`src/uart_fmt_pkg.sv`:
```
// Constants, types and decode helpers shared by the interrupt and line format block
`default_nettype none
package uart_fmt_pkg;

	// ----------------------------------------------------------------
	// Register offsets on the host port
	// ----------------------------------------------------------------
	localparam int          ADDR_W          = 3;
	localparam logic [2:0]  OFS_IRQ_IDENT   = 3'h0;
	localparam logic [2:0]  OFS_FIFO_SETUP  = 3'h1;
	localparam logic [2:0]  OFS_LINE_FORMAT = 3'h2;
	localparam logic [2:0]  OFS_IRQ_STATUS  = 3'h3;
	localparam logic [2:0]  OFS_IRQ_MASK    = 3'h4;

	// ----------------------------------------------------------------
	// Interrupt sources, sticky bit positions in priority order
	// ----------------------------------------------------------------
	localparam int          SRC_COUNT   = 5;
	localparam logic [2:0]  SRC_LINE    = 3'h0;
	localparam logic [2:0]  SRC_RXDATA  = 3'h1;
	localparam logic [2:0]  SRC_TIMEOUT = 3'h2;
	localparam logic [2:0]  SRC_THR     = 3'h3;
	localparam logic [2:0]  SRC_MODEM   = 3'h4;

	// Identification codes, bits 3:0
	localparam logic [3:0]  CODE_LINE    = 4'h6;
	localparam logic [3:0]  CODE_RXDATA  = 4'h4;
	localparam logic [3:0]  CODE_TIMEOUT = 4'hC;
	localparam logic [3:0]  CODE_THR     = 4'h2;
	localparam logic [3:0]  CODE_MODEM   = 4'h0;
	localparam logic [3:0]  CODE_NONE    = 4'h1;

	// ----------------------------------------------------------------
	// Field positions and reset values
	// ----------------------------------------------------------------
	localparam int          LF_DLAB_BIT       = 7;
	localparam int          LF_BREAK_BIT      = 6;
	localparam int          LF_PAR_MSB        = 5;
	localparam int          LF_PAR_LSB        = 3;
	localparam int          LF_STOP_BIT       = 2;
	localparam int          LF_LEN_MSB        = 1;
	localparam int          LF_LEN_LSB        = 0;
	localparam int          FS_ENABLE_BIT     = 0;
	localparam int          FS_TRIG_MSB       = 7;
	localparam int          FS_TRIG_LSB       = 6;
	localparam logic [7:0]  LINE_FORMAT_RESET = 8'h00;
	localparam logic [4:0]  IRQ_MASK_RESET    = 5'h00;
	localparam logic [4:0]  IRQ_STATUS_RESET  = 5'h00;
	localparam logic [1:0]  TRIG_SEL_RESET    = 2'h0;
	localparam logic [7:0]  RDATA_UNMAPPED    = 8'h00;

	// Receive trigger levels, in characters
	localparam int          FILL_W  = 5;
	localparam logic [4:0]  TRIG_01 = 5'h01;
	localparam logic [4:0]  TRIG_04 = 5'h04;
	localparam logic [4:0]  TRIG_08 = 5'h08;
	localparam logic [4:0]  TRIG_14 = 5'h0E;

	// Stop length in half bit times
	localparam logic [2:0]  STOP_ONE      = 3'h2;
	localparam logic [2:0]  STOP_ONE_HALF = 3'h3;
	localparam logic [2:0]  STOP_TWO      = 3'h4;

	// Character length base: code 00 means five bits
	localparam logic [3:0]  WORD_BASE = 4'h5;

	// ----------------------------------------------------------------
	// Types
	// ----------------------------------------------------------------
	typedef enum logic [2:0] {
		PARITY_NONE   = 3'h0,
		PARITY_ODD    = 3'h1,
		PARITY_EVEN   = 3'h2,
		PARITY_FORCE1 = 3'h3,
		PARITY_FORCE0 = 3'h4
	} parity_e;

	// Gray along idle -> held -> idle
	typedef enum logic [0:0] {
		REPORT_IDLE = 1'b0,
		REPORT_HELD = 1'b1
	} report_e;

	// ----------------------------------------------------------------
	// Decode helpers
	// ----------------------------------------------------------------
	function automatic logic [3:0] source_code(input logic [2:0] idx);
		logic [3:0] code;
		code = CODE_MODEM;
		case (idx)
			SRC_LINE:    code = CODE_LINE;
			SRC_RXDATA:  code = CODE_RXDATA;
			SRC_TIMEOUT: code = CODE_TIMEOUT;
			SRC_THR:     code = CODE_THR;
			default:     code = CODE_MODEM;
		endcase
		return code;
	endfunction

	function automatic logic [4:0] trigger_level(input logic [1:0] sel);
		logic [4:0] lvl;
		lvl = TRIG_01;
		case (sel)
			2'h0:    lvl = TRIG_01;
			2'h1:    lvl = TRIG_04;
			2'h2:    lvl = TRIG_08;
			default: lvl = TRIG_14;
		endcase
		return lvl;
	endfunction

endpackage
`default_nettype wire

```
`src/irq_sticky.sv`:
```
// Sticky event flags, set by hardware, cleared by writing ones
`timescale 1ns/100ps
`default_nettype none

module irq_sticky #(
	parameter int N = 5
) (
	input  wire logic         clk,
	input  wire logic         rst,
	input  wire logic [N-1:0] set_evt,
	input  wire logic         clr_wr,
	input  wire logic [N-1:0] clr_bits,
	output logic      [N-1:0] flags
);

	typedef struct packed {
		logic [N-1:0] flags;
	} sticky_s;

	sticky_s state_reg;
	sticky_s state_next;

	// Set beats clear so an event in the clearing cycle survives
	always_comb
	begin
		state_next = state_reg;
		if (clr_wr)
			state_next.flags = state_reg.flags & ~clr_bits;
		state_next.flags = state_next.flags | set_evt;
	end

	// Register
	always_ff @(posedge clk)
	begin
		if (rst)
			state_reg <= '0;
		else
			state_reg <= state_next;
	end

	assign flags = state_reg.flags;

endmodule

`default_nettype wire

```
`src/irq_rank.sv`:
```
// Picks the highest-priority pending source and its identification code
`timescale 1ns/100ps
`default_nettype none

module irq_rank #(
	parameter int N = 5
) (
	input  wire logic [N-1:0] pending,
	output logic              any,
	output logic [2:0]        idx,
	output logic [3:0]        code
);

	// Lowest index is the highest priority, so scan from the top down
	always_comb
	begin
		any  = 1'b0;
		idx  = 3'h0;
		for (int i = N - 1; i >= 0; i--)
		begin
			if (pending[i])
			begin
				any = 1'b1;
				idx = i[2:0];
			end
		end
		code = any ? uart_fmt_pkg::source_code(idx) : uart_fmt_pkg::CODE_NONE;
	end

endmodule

`default_nettype wire

```
`src/uart_irq_line_format.sv`:
```
// Interrupt identification and line format control for one serial channel
// Functional notes
// - Pending sources are ranked in four levels and the identification read gives the top one; the code ranks all five apart, data ready above timeout.
// - Once a source is reported no other is reported until it is serviced; host re-reads after.
// - Line status reports code 0110 at level 1 and received data ready reports 0100 at level 2.
// - Receive timeout reports 1100 at level 2, holding empty 0010 at level 3, modem 0000 at 4.
// - Identification bits 3:1 name the source for levels 1 to 3 and are zero by default.
// - Identification bit 0 is low while an interrupt is pending and high otherwise, high at reset.
// - Identification bits 7:6 are both one with FIFOs enabled and both zero otherwise, zero at reset.
// - Line format bit 7 selects divisor latch access when set and is clear after reset.
// - Line format bit 6 holds the serial output low for a break until software clears it.
// - Line format bits 5:3 pick no parity, odd, even, forced one or forced zero.
// - Line format bit 2 gives one stop bit, or one and a half for 5-bit and two for longer words.
// - Line format bits 1:0 choose 5, 6, 7 or 8 data bits and reset to 00.
// - The FIFO enable bit turns both FIFOs on, which is the mode bits 7:6 report.
// - In FIFO mode data ready is raised when the receive fill count equals the trigger level.
`timescale 1ns/100ps
`default_nettype none

module uart_irq_line_format #(
	parameter int FILL_W = uart_fmt_pkg::FILL_W
) (
	input  wire logic              clk,
	input  wire logic              rst,
	// Host register port
	input  wire logic [2:0]        addr,
	input  wire logic [7:0]        wdata,
	input  wire logic              wr,
	input  wire logic              rd,
	output logic      [7:0]        rdata,
	// Interrupt source conditions from the rest of the channel
	input  wire logic              receiver_line_condition,
	input  wire logic              receive_data_available,
	input  wire logic [FILL_W-1:0] rx_fill_count,
	input  wire logic              rx_timeout,
	input  wire logic              transmit_holding_empty,
	input  wire logic              modem_line_change,
	// Serial path through the break gate
	input  wire logic              tx_serial_in,
	output logic                   tx_serial_out,
	// Format, mode and interrupt outputs
	output logic                   divisor_latch_access,
	output logic                   fifo_enable,
	output logic      [3:0]        data_bits,
	output logic      [2:0]        stop_half_bits,
	output logic      [2:0]        parity_mode,
	output logic                   irq
);

	// ----------------------------------------------------------------
	// State
	// ----------------------------------------------------------------
	typedef struct packed {
		logic [7:0]           line_format;
		logic                 fifo_en;
		logic [1:0]           trig_sel;
		logic [4:0]           irq_mask;
		uart_fmt_pkg::report_e report;
		logic [2:0]           held_idx;
		logic [7:0]           rdata;
		logic                 irq;
		logic                 tx_out;
		logic [3:0]           data_bits;
		logic [2:0]           stop_half;
		logic [2:0]           parity;
	} ctrl_s;

	ctrl_s state_reg;
	ctrl_s state_next;

	logic [4:0] src_set;
	logic [4:0] flags;
	logic [4:0] pending;
	logic       rank_any;
	logic [2:0] rank_idx;
	logic [3:0] rank_code;
	logic       held_live;
	logic [3:0] ident_code;
	logic [7:0] ident_byte;
	logic       rx_level_hit;
	logic       status_clr;

	// ----------------------------------------------------------------
	// Interrupt sources
	// ----------------------------------------------------------------

	// FIFO mode raises data ready on the fill count matching the trigger
	// Equality only: a fill count that jumps past the level raises nothing
	always_comb
	begin
		rx_level_hit = (rx_fill_count
			== FILL_W'(uart_fmt_pkg::trigger_level(state_reg.trig_sel)));
	end

	// Source conditions feed the sticky status bits
	always_comb
	begin
		src_set                            = '0;
		src_set[uart_fmt_pkg::SRC_LINE]    = receiver_line_condition;
		src_set[uart_fmt_pkg::SRC_RXDATA]  = state_reg.fifo_en ? rx_level_hit
			: receive_data_available;
		src_set[uart_fmt_pkg::SRC_TIMEOUT] = rx_timeout;
		src_set[uart_fmt_pkg::SRC_THR]     = transmit_holding_empty;
		src_set[uart_fmt_pkg::SRC_MODEM]   = modem_line_change;
	end

	// Status clear strobe, decoded once for the sticky flags
	assign status_clr = wr && (addr == uart_fmt_pkg::OFS_IRQ_STATUS);

	// Write one to clear; an event in the same cycle keeps its bit set
	irq_sticky #(
		.N (uart_fmt_pkg::SRC_COUNT)
	) u_sticky (
		.clk      (clk),
		.rst      (rst),
		.set_evt  (src_set),
		.clr_wr   (status_clr),
		.clr_bits (wdata[4:0]),
		.flags    (flags)
	);

	// Only unmasked sources compete for the report
	// Mask resets to zero, so nothing interrupts until software opts in
	assign pending = flags & state_reg.irq_mask;

	irq_rank #(
		.N (uart_fmt_pkg::SRC_COUNT)
	) u_rank (
		.pending (pending),
		.any     (rank_any),
		.idx     (rank_idx),
		.code    (rank_code)
	);

	// ----------------------------------------------------------------
	// Reported interrupt
	// ----------------------------------------------------------------

	// A held source stays reported while its flag is still pending
	// Masking a held source releases it just as a clear would
	assign held_live = pending[state_reg.held_idx];

	// Held code wins even if a higher source arrives meanwhile
	always_comb
	begin
		case (state_reg.report)
			uart_fmt_pkg::REPORT_HELD:
				ident_code = uart_fmt_pkg::source_code(state_reg.held_idx);
			uart_fmt_pkg::REPORT_IDLE:
				ident_code = uart_fmt_pkg::CODE_NONE;
			default:
				ident_code = uart_fmt_pkg::CODE_NONE;
		endcase
	end

	// Bits 7:6 mirror FIFO mode, bits 5:4 stay zero
	always_comb
	begin
		ident_byte = {{2{state_reg.fifo_en}}, 2'b00, ident_code};
	end

	// ----------------------------------------------------------------
	// Next state
	// ----------------------------------------------------------------
	always_comb
	begin
		state_next = state_reg;

		// Report hold: a new pick only once the old one is serviced
		case (state_reg.report)
			uart_fmt_pkg::REPORT_IDLE:
			begin
				if (rank_any)
				begin
					state_next.report   = uart_fmt_pkg::REPORT_HELD;
					state_next.held_idx = rank_idx;
				end
			end
			uart_fmt_pkg::REPORT_HELD:
			begin
				if (!held_live)
				begin
					// Serviced; rank again so the next source is seen at once
					state_next.report   = rank_any ? uart_fmt_pkg::REPORT_HELD
						: uart_fmt_pkg::REPORT_IDLE;
					state_next.held_idx = rank_idx;
				end
			end
			default:
			begin
				state_next.report = uart_fmt_pkg::REPORT_IDLE;
			end
		endcase

		// Register writes; identification offset has no write effect
		if (wr)
		begin
			case (addr)
				uart_fmt_pkg::OFS_LINE_FORMAT:
					state_next.line_format = wdata;
				uart_fmt_pkg::OFS_FIFO_SETUP:
				begin
					state_next.fifo_en = wdata[uart_fmt_pkg::FS_ENABLE_BIT];
					// Other fields only take while the enable bit is written as one
					if (wdata[uart_fmt_pkg::FS_ENABLE_BIT])
						state_next.trig_sel = wdata[uart_fmt_pkg::FS_TRIG_MSB:
							uart_fmt_pkg::FS_TRIG_LSB];
				end
				uart_fmt_pkg::OFS_IRQ_MASK:
					state_next.irq_mask = wdata[4:0];
				default:
					state_next.irq_mask = state_reg.irq_mask;
			endcase
		end

		// Read data stands only in the cycle after the strobe
		state_next.rdata = uart_fmt_pkg::RDATA_UNMAPPED;
		if (rd)
		begin
			case (addr)
				uart_fmt_pkg::OFS_IRQ_IDENT:   state_next.rdata = ident_byte;
				uart_fmt_pkg::OFS_FIFO_SETUP:
					state_next.rdata = {state_reg.trig_sel, 5'h00, state_reg.fifo_en};
				uart_fmt_pkg::OFS_LINE_FORMAT: state_next.rdata = state_reg.line_format;
				uart_fmt_pkg::OFS_IRQ_STATUS:  state_next.rdata = {3'h0, flags};
				uart_fmt_pkg::OFS_IRQ_MASK:    state_next.rdata = {3'h0, state_reg.irq_mask};
				default:                       state_next.rdata = uart_fmt_pkg::RDATA_UNMAPPED;
			endcase
		end

		// Level interrupt while any unmasked flag is set
		state_next.irq = |pending;

		// Break forces the line low for as long as the bit stays set
		state_next.tx_out = state_reg.line_format[uart_fmt_pkg::LF_BREAK_BIT] ? 1'b0
			: tx_serial_in;

		// Word length: base five plus the two-bit code
		state_next.data_bits = uart_fmt_pkg::WORD_BASE
			+ {2'b00, state_reg.line_format[uart_fmt_pkg::LF_LEN_MSB:
				uart_fmt_pkg::LF_LEN_LSB]};

		// Stop length depends on the stop bit and on five-bit words
		if (!state_reg.line_format[uart_fmt_pkg::LF_STOP_BIT])
			state_next.stop_half = uart_fmt_pkg::STOP_ONE;
		else if (state_reg.line_format[uart_fmt_pkg::LF_LEN_MSB:
			uart_fmt_pkg::LF_LEN_LSB] == 2'b00)
			state_next.stop_half = uart_fmt_pkg::STOP_ONE_HALF;
		else
			state_next.stop_half = uart_fmt_pkg::STOP_TWO;

		// Parity: 001 odd, 011 even, 101 forced one, 111 forced zero
		// 001 stays odd, so forced one moves to 101 to keep the codes apart
		case (state_reg.line_format[uart_fmt_pkg::LF_PAR_MSB:uart_fmt_pkg::LF_PAR_LSB])
			3'b001:  state_next.parity = uart_fmt_pkg::PARITY_ODD;
			3'b011:  state_next.parity = uart_fmt_pkg::PARITY_EVEN;
			3'b101:  state_next.parity = uart_fmt_pkg::PARITY_FORCE1;
			3'b111:  state_next.parity = uart_fmt_pkg::PARITY_FORCE0;
			default: state_next.parity = uart_fmt_pkg::PARITY_NONE;
		endcase
	end

	// ----------------------------------------------------------------
	// Registers
	// ----------------------------------------------------------------

	// Reset values give five bits, one stop, no parity, idle line high
	// Synchronous reset; only constants are loaded here
	always_ff @(posedge clk)
	begin
		if (rst)
		begin
			state_reg             <= '0;
			state_reg.line_format <= uart_fmt_pkg::LINE_FORMAT_RESET;
			state_reg.trig_sel    <= uart_fmt_pkg::TRIG_SEL_RESET;
			state_reg.irq_mask    <= uart_fmt_pkg::IRQ_MASK_RESET;
			state_reg.report      <= uart_fmt_pkg::REPORT_IDLE;
			state_reg.rdata       <= uart_fmt_pkg::RDATA_UNMAPPED;
			state_reg.tx_out      <= 1'b1;
			state_reg.data_bits   <= uart_fmt_pkg::WORD_BASE;
			state_reg.stop_half   <= uart_fmt_pkg::STOP_ONE;
			state_reg.parity      <= uart_fmt_pkg::PARITY_NONE;
		end
		else
		begin
			state_reg <= state_next;
		end
	end

	// ----------------------------------------------------------------
	// Outputs, all straight from the state register
	// ----------------------------------------------------------------
	assign rdata                = state_reg.rdata;
	assign irq                  = state_reg.irq;
	assign tx_serial_out        = state_reg.tx_out;
	assign divisor_latch_access = state_reg.line_format[uart_fmt_pkg::LF_DLAB_BIT];
	assign fifo_enable          = state_reg.fifo_en;
	assign data_bits            = state_reg.data_bits;
	assign stop_half_bits       = state_reg.stop_half;
	assign parity_mode          = state_reg.parity;

endmodule

`default_nettype wire

```
`config.mk`:
```
export PLATFORM = sky130hd
export DESIGN_NAME = uart_irq_line_format
export DESIGN_NICKNAME = d
export VERILOG_FILES = /design/src/uart_fmt_pkg.sv /design/src/irq_sticky.sv /design/src/irq_rank.sv /design/src/uart_irq_line_format.sv
export SDC_FILE = /design/constraint.sdc
export NUM_CORES = 1
export LEC_CHECK = 0
export ABC_AREA = 1
export BUFFER_PORTS_ARGS = -buffer_cell sky130_fd_sc_hd__clkbuf_2
export CAP_MARGIN = 20
export CELL_PAD_IN_SITES_DETAIL_PLACEMENT = 1
export CELL_PAD_IN_SITES_GLOBAL_PLACEMENT = 2
export CORE_MARGIN = 2
export CORE_UTILIZATION = 30
export CTS_CLUSTER_DIAMETER = 120
export DETAILED_ROUTE_END_ITERATION = 6
export GPL_TIMING_DRIVEN = 0
export PLACE_DENSITY_LB_ADDON = 0.08
export SYNTH_ARGS = -nofsm -noshare
export SYNTH_HDL_FRONTEND = slang
export SYNTH_SLANG_ARGS = --single-unit
```
`constraint.sdc`:
```
create_clock -name clk -period 1.4 [get_ports clk]
set_clock_uncertainty 0.15 [all_clocks]
set_input_delay 0 -clock clk [delete_from_list [all_inputs] [get_ports clk]]
set_output_delay 0 -clock clk [all_outputs]
set_load 0.01 [all_outputs]
```
==> results of run 1 <==
cell families (layout without fill, tap and decap cells):
logic type | Yosys count | after routing | synth area share [%]
AND/OR/NAND/NOR | 116 | 116 | 25.7
buffers and inverters | 60 | 146 | 14.7
AO/OA/AOI/OAI | 48 | 48 | 15.1
flip-flops | 45 | 45 | 42.5
adder cells (fa/ha/maj) | 2 | 2 | 1.18
XOR/XNOR | 2 | 2 | 0.826
report_power, final:
group          internal (mW)  switching, mW  total, mW
logic                  0.166          0.195      0.361
registers               1.32         0.0362       1.35
clock network          0.519          0.444      0.963
layout make-up:
cell class | instances | area (um^2)
well taps | 96 | 120
fillers | 875 | 3860
inverters | 37 | 144
plain buffers | 23 | 171
repair buffers | 79 | 556
clock buffers | 5 | 68.8
multi-input cells | 168 | 958
clock inverters | 2 | 35.0
flip-flops and latches | 45 | 921
synthesized netlist by cell type (all sizes together) (2+ instances only):
cell	n	area [um^2]
nor2	29	121
a21oi	25	159
dfxtp	45	901
nand4	2	12.5
buf	23	171
o22ai	3	18.8
nor3	2	15.0
o21ai	13	72.6
a41oi	2	32.5
nand2	69	302
nand3	13	87.6
ha	2	25.0
o211ai	2	15.0
inv	37	141
per-stage QoR:
step | util [%] | worst slack [ps] | TNS (ps) | total power, mW
CTS | 42.2 | 12.7 | 0 | 2.68
global placement | 36.1 | 28.6 | 0 | 1.65
global route | 43.5 | -29.1 | -64.3 | 2.80
floorplan | - | 191 | 0 | 1.54
detailed placement | 36.1 | 15.7 | 0 | 1.65
finish | 43.5 | 36.1 | 0 | 2.68
worst min-delay path, delay by kind of cell:
kind | cells | cell delay, ps
buf+inv | 2 | 160
simple gates | 4 | 270
layer usage:
metal	GRT usage, %	vias up	wire length, um
li1	-	1023	-
met1	21.6	949	2830
met2	28.9	40	2870
met3	3.49	8	233
met4	4.27	0	85
met5	0	-	0
repair_timing:
action | CTS | global route
hold endpoints to repair | 27 | 3
hold buffers | 31 | 1
buffers inserted | 0 | 4
gates resized for setup | 1 | 27
pin swaps | 0 | 1
setup endpoints to repair | 1 | 7
final timing paths:
| check | start | end | slack, ps | cells past startpoint |
|---|---|---|---|---|
| setup / recovery | addr[2] | state_reg[36]$_SDFFE_PP0P_ | 40 | 8 |
| hold / removal | addr[2] | rdata[6]$_SDFF_PP0_ | 20 | 6 |
| setup reg to reg | u_sticky.flags[2]$_SDFF_PP0_ | state_reg[21]$_SDFFE_PP0P_ | 90 | 10 |
| hold reg to reg | state_reg[32]$_SDFFE_PP0P_ | data_bits[0]$_SDFF_PP1_ | 270 | 1 |
==> impl_metrics.json, run 1 <==
{
  "crit_chain": "clkbuf_2 > inv_2 > nand3_4 > inv_4 > nand2_4 > dlygate4sd3_1 > o21ai_0 > a21oi_2",
  "path_clk_slew_ps": 80,
  "period_needed_ps": 1360,
  "synthCells": 273,
  "syn_avg_cell_area_um2": 7.77,
  "layout.cells.most_common": "nand2_1",
  "power.static_leakage_nw": 1.38,
  "cp_top_family": "buffers and inverters",
  "cts.path.max_buffers": 2,
  "max_slew_margin_pct": 56.4,
  "syn-cell-area_um2": 2120,
  "track_usage_pct": 16.8,
  "yosys_warnings": 0,
  "place.gp.congestion": 0.729,
  "setup.worst_path.class": "in2reg",
  "drtPass1Iterations": 4,
  "drc_errors": 0,
  "cts_sinks": 45,
  "cts_made_buffers": 5,
  "async_reset_ff_share_pct": 0,
  "crit_arrival_ps": 1400,
  "drtIter0Drc": 36,
  "synthFlopType": "dfxtp_1",
  "synth_fp_nets": 301,
  "io_buffers": 45,
  "grt_max_degree": 14,
  "clock_latency_ps": 300,
  "final_nets": 387,
  "hold_viol_final": 0,
  "initial_utilization_pct": 31.0,
  "place_area_um2": 2470,
  "cp_slowest_stage_delay_ps": 580,
  "core_area_um2": 6830,
  "dpl.cell_count": 414,
  "grt_pass1_vias": 2052,
  "cts_max_level": 2,
  "die_h_um": 88.1,
  "cp.required_ps": 1440,
  "ant_nets": 0,
  "drive_gt1_share_pct": 38.2,
  "post-route-period-util_pct": 97.4,
  "outcome": "complete, no violations",
  "dp_hpwl_um": 4360,
  "num_antenna_cells": 0,
  "startpoint_type": "input port",
  "drv_slew": 0,
  "pin_count": 48,
  "vias": 2020,
  "fin_area_um2": 2970,
  "max_freq_mhz": 733,
  "areaGrowthSynthToFinish_pct": 40.2,
  "worst_slew_pin_slew_ps": 654,
  "worstPathBufferInverterCount": 4,
  "cp_max_fo": 8,
  "post_drt_wl_per_cell_um": 13.2,
  "cts_root_buf": "clkbuf_8",
  "grt-ovfl-total": 0,
  "finalNonFillerCells": 455,
  "antenna_found_initial": 0,
  "die_w_um": 88.1,
  "setup_viol": 0,
  "max_cap_violations": 0,
  "ys_seq_elements": 45,
  "avgViaCountPerCell": 4.44,
  "layout_common_cells": "nand2_1 (55), clkbuf_2 (45), dfxtp_1 (35)",
  "synth-seq-area-share_pct": 42.5,
  "row_count": 30,
  "cp-end-kind": "flop",
  "largest_reg_flops": 18,
  "hold_class": "in2reg",
  "cts_tree": "yes",
  "peakVddDrop_mv": 0.340,
  "rsz0062_at_grt": "yes",
  "crit_slowest_cell": "dlygate4sd3_1",
  "holdWs_ps": 16.1,
  "ys_types": 35,
  "drt_wl_total_um": 6020,
  "synth_enable_flop_cells": 0,
  "die_area_um2": 7760,
  "p_per_area_nw_per_um2": 900,
  "grt_pass1_wl_um": 9980
}
(Power assumes the default switching activity.)
==> run 2: changes to the inputs <==
CORE_UTILIZATION = 27   (was 30)
clock period = 1.2 ns   (was 1.4 ns; I/O delays follow)
==> run 2 against run 1 <==
  * The run now ends with negative hold slack, negative setup slack left
  * Largest cell class unchanged
  * Sequential cell count stayed put
  * Die area is 11% higher
  * Sequential power is 17% higher
  * Global-route usage is 1.3 points lower
  * Critical path type is now reg2reg
  * Core utilization is 3.9 points lower
==> impl_metrics.json, run 2 (synthesis results as in run 1) <==
{
  "max_freq_mhz": 763,
  "fin_area_um2": 3050,
  "path_clk_slew_ps": 90,
  "drtPass1Iterations": 4,
  "io_buffers": 45,
  "die_area_um2": 8580,
  "row_count": 32,
  "place_area_um2": 2470,
  "seq_area_um2": 925,
  "multi_input_area_um2": 995,
  "clock_latency_ps": 300,
  "pre_cts_ws_ps": -204,
  "power.static_leakage_nw": 1.41,
  "post_drt_wl_per_cell_um": 13.4,
  "setup.worst_path.class": "reg2reg",
  "hold_class": "in2reg",
  "cts_root_buf": "clkbuf_8",
  "cp.required_ps": 1290,
  "grt_pass1_wl_um": 10300,
  "fill_cells": 970,
  "drt_wl_total_um": 6210,
  "pin_count": 48,
  "ant_nets": 0,
  "drv_slew": 0,
  "p_seq_share_pct": 49.9,
  "holdWs_ps": -37.4,
  "cts_made_buffers": 5,
  "period_needed_ps": 1310,
  "switching_share_pct": 25.7,
  "max_slew_margin_pct": 53.4,
  "num_antenna_cells": 0,
  "drive_gt1_share_pct": 46.8,
  "r2r-start": "state_reg[20]$_SDFFE_PP0P_",
  "cts_sinks": 45,
  "worst_slew_pin_slew_ps": 699,
  "grt_pass1_vias": 2118,
  "cp_max_fo": 5,
  "areaGrowthSynthToFinish_pct": 43.7,
  "crit_arrival_ps": 1400,
  "comb_power_share_pct": 14.3,
  "largest_reg_flops": 18,
  "setup_viol": 4,
  "cts_max_level": 2,
  "clkPwrFrac_pct": 35.8,
  "crit_start": "state_reg[20]$_SDFFE_PP0P_",
  "core_area_um2": 7690,
  "p_int_mw": 2.36,
  "die_h_um": 92.6,
  "die_w_um": 92.6,
  "grt_max_degree": 14,
  "grt-ovfl-total": 0,
  "cp-end-kind": "flop",
  "initial_utilization_pct": 27.6,
  "fin_util_pct": 39.6,
  "layout.cells.most_common": "nand2_1",
  "post-route-period-util_pct": 109,
  "place.gp.congestion": 0.726,
  "avgViaCountPerCell": 4.38,
  "antenna_found_initial": 0,
  "fin_setup_tns_ps": -341,
  "startpoint_type": "flop",
  "drc_errors": 0,
  "cts_tree": "yes",
  "hold_viol_final": 10,
  "outcome": "finished with violations",
  "layout_common_cells": "nand2_1 (47), clkbuf_2 (45), buf_4 (31)",
  "p_per_area_nw_per_um2": 1040,
  "dp_hpwl_um": 4470,
  "setup_slack_ps": -110,
  "max_cap_violations": 0,
  "p_sw_uw": 814,
  "final_nets": 391,
  "drtIter0Drc": 65,
  "peakVddDrop_mv": 0.406,
  "cts.path.max_buffers": 2,
  "vias": 2037,
  "rsz0062_at_grt": "yes",
  "violations": "negative hold slack, negative setup slack",
  "hold_start": "wr",
  "track_usage_pct": 15.5
}
## run 2: cell type report
| cell class | count | share of cell area, % |
|---|---|---|
| multi-input combinational | 168 | 32.6 |
| sequential | 45 | 30.3 |
| timing repair buffer | 83 | 19.0 |
| buffer | 23 | 5.63 |
| inverter | 37 | 4.80 |
| tap | 102 | 4.19 |
| clock buffer | 5 | 2.26 |
| clock inverter | 2 | 1.15 |
## run 2: worst max-delay path: stages (launching register included)
cell	delay [ps]
dfxtp_4	380
inv_4	70
nand2_2	50
nand2_1	60
nand2_1	50
nand2_1	80
nand2_1	60
nand2_2	80
nand2_4	70
nand2_2	60
nand2_2	40
nor2_1	90
## run 2: path summary, 6_finish.rpt
path	slack, ps	depth (start not counted)	to
worst max-delay path	-110	11	state_reg[20]$_SDFFE_PP0P_
worst min-delay path	-40	4	fifo_enable$_SDFFE_PP0P_
worst max register to register	-110	11	state_reg[20]$_SDFFE_PP0P_
worst min register to register	280	1	data_bits[0]$_SDFF_PP1_
## run 2: metal layers
metal / wire [um] / vias up / global-route usage [%]
met5: 0 / - / 0
met3: 210 / 6 / 3.34
met4: 67 / 0 / 3.68
met2: 3000 / 35 / 26.9
li1: - / 1031 / -
met1: 2930 / 965 / 19.7
## run 2: repair_timing
item,CTS,global route
setup buffers,10,4
hold endpoints to repair,24,6
pin swaps,9,19
resized for setup,27,22
hold buffers,24,2
endpoints found under the setup margin,5,13
## run 2: power groups by stage
| stage | registers, mW | clock network (mW) | logic (mW) |
|---|---|---|---|
| CTS | 1.58 | 1.18 | 0.433 |
| detailed placement | 1.61 | 0 | 0.327 |
| floorplan | 1.60 | 0 | 0.200 |
| global route | 1.59 | 1.24 | 0.503 |
| finish | 1.58 | 1.14 | 0.453 |
| global placement | 1.61 | 0 | 0.326 |
## run 2: metrics by stage
step	power [mW]	instances
finish	3.17	465
global route	3.33	465
CTS	3.19	461
detailed placement	1.93	420
global placement	1.93	420
floorplan	1.80	273
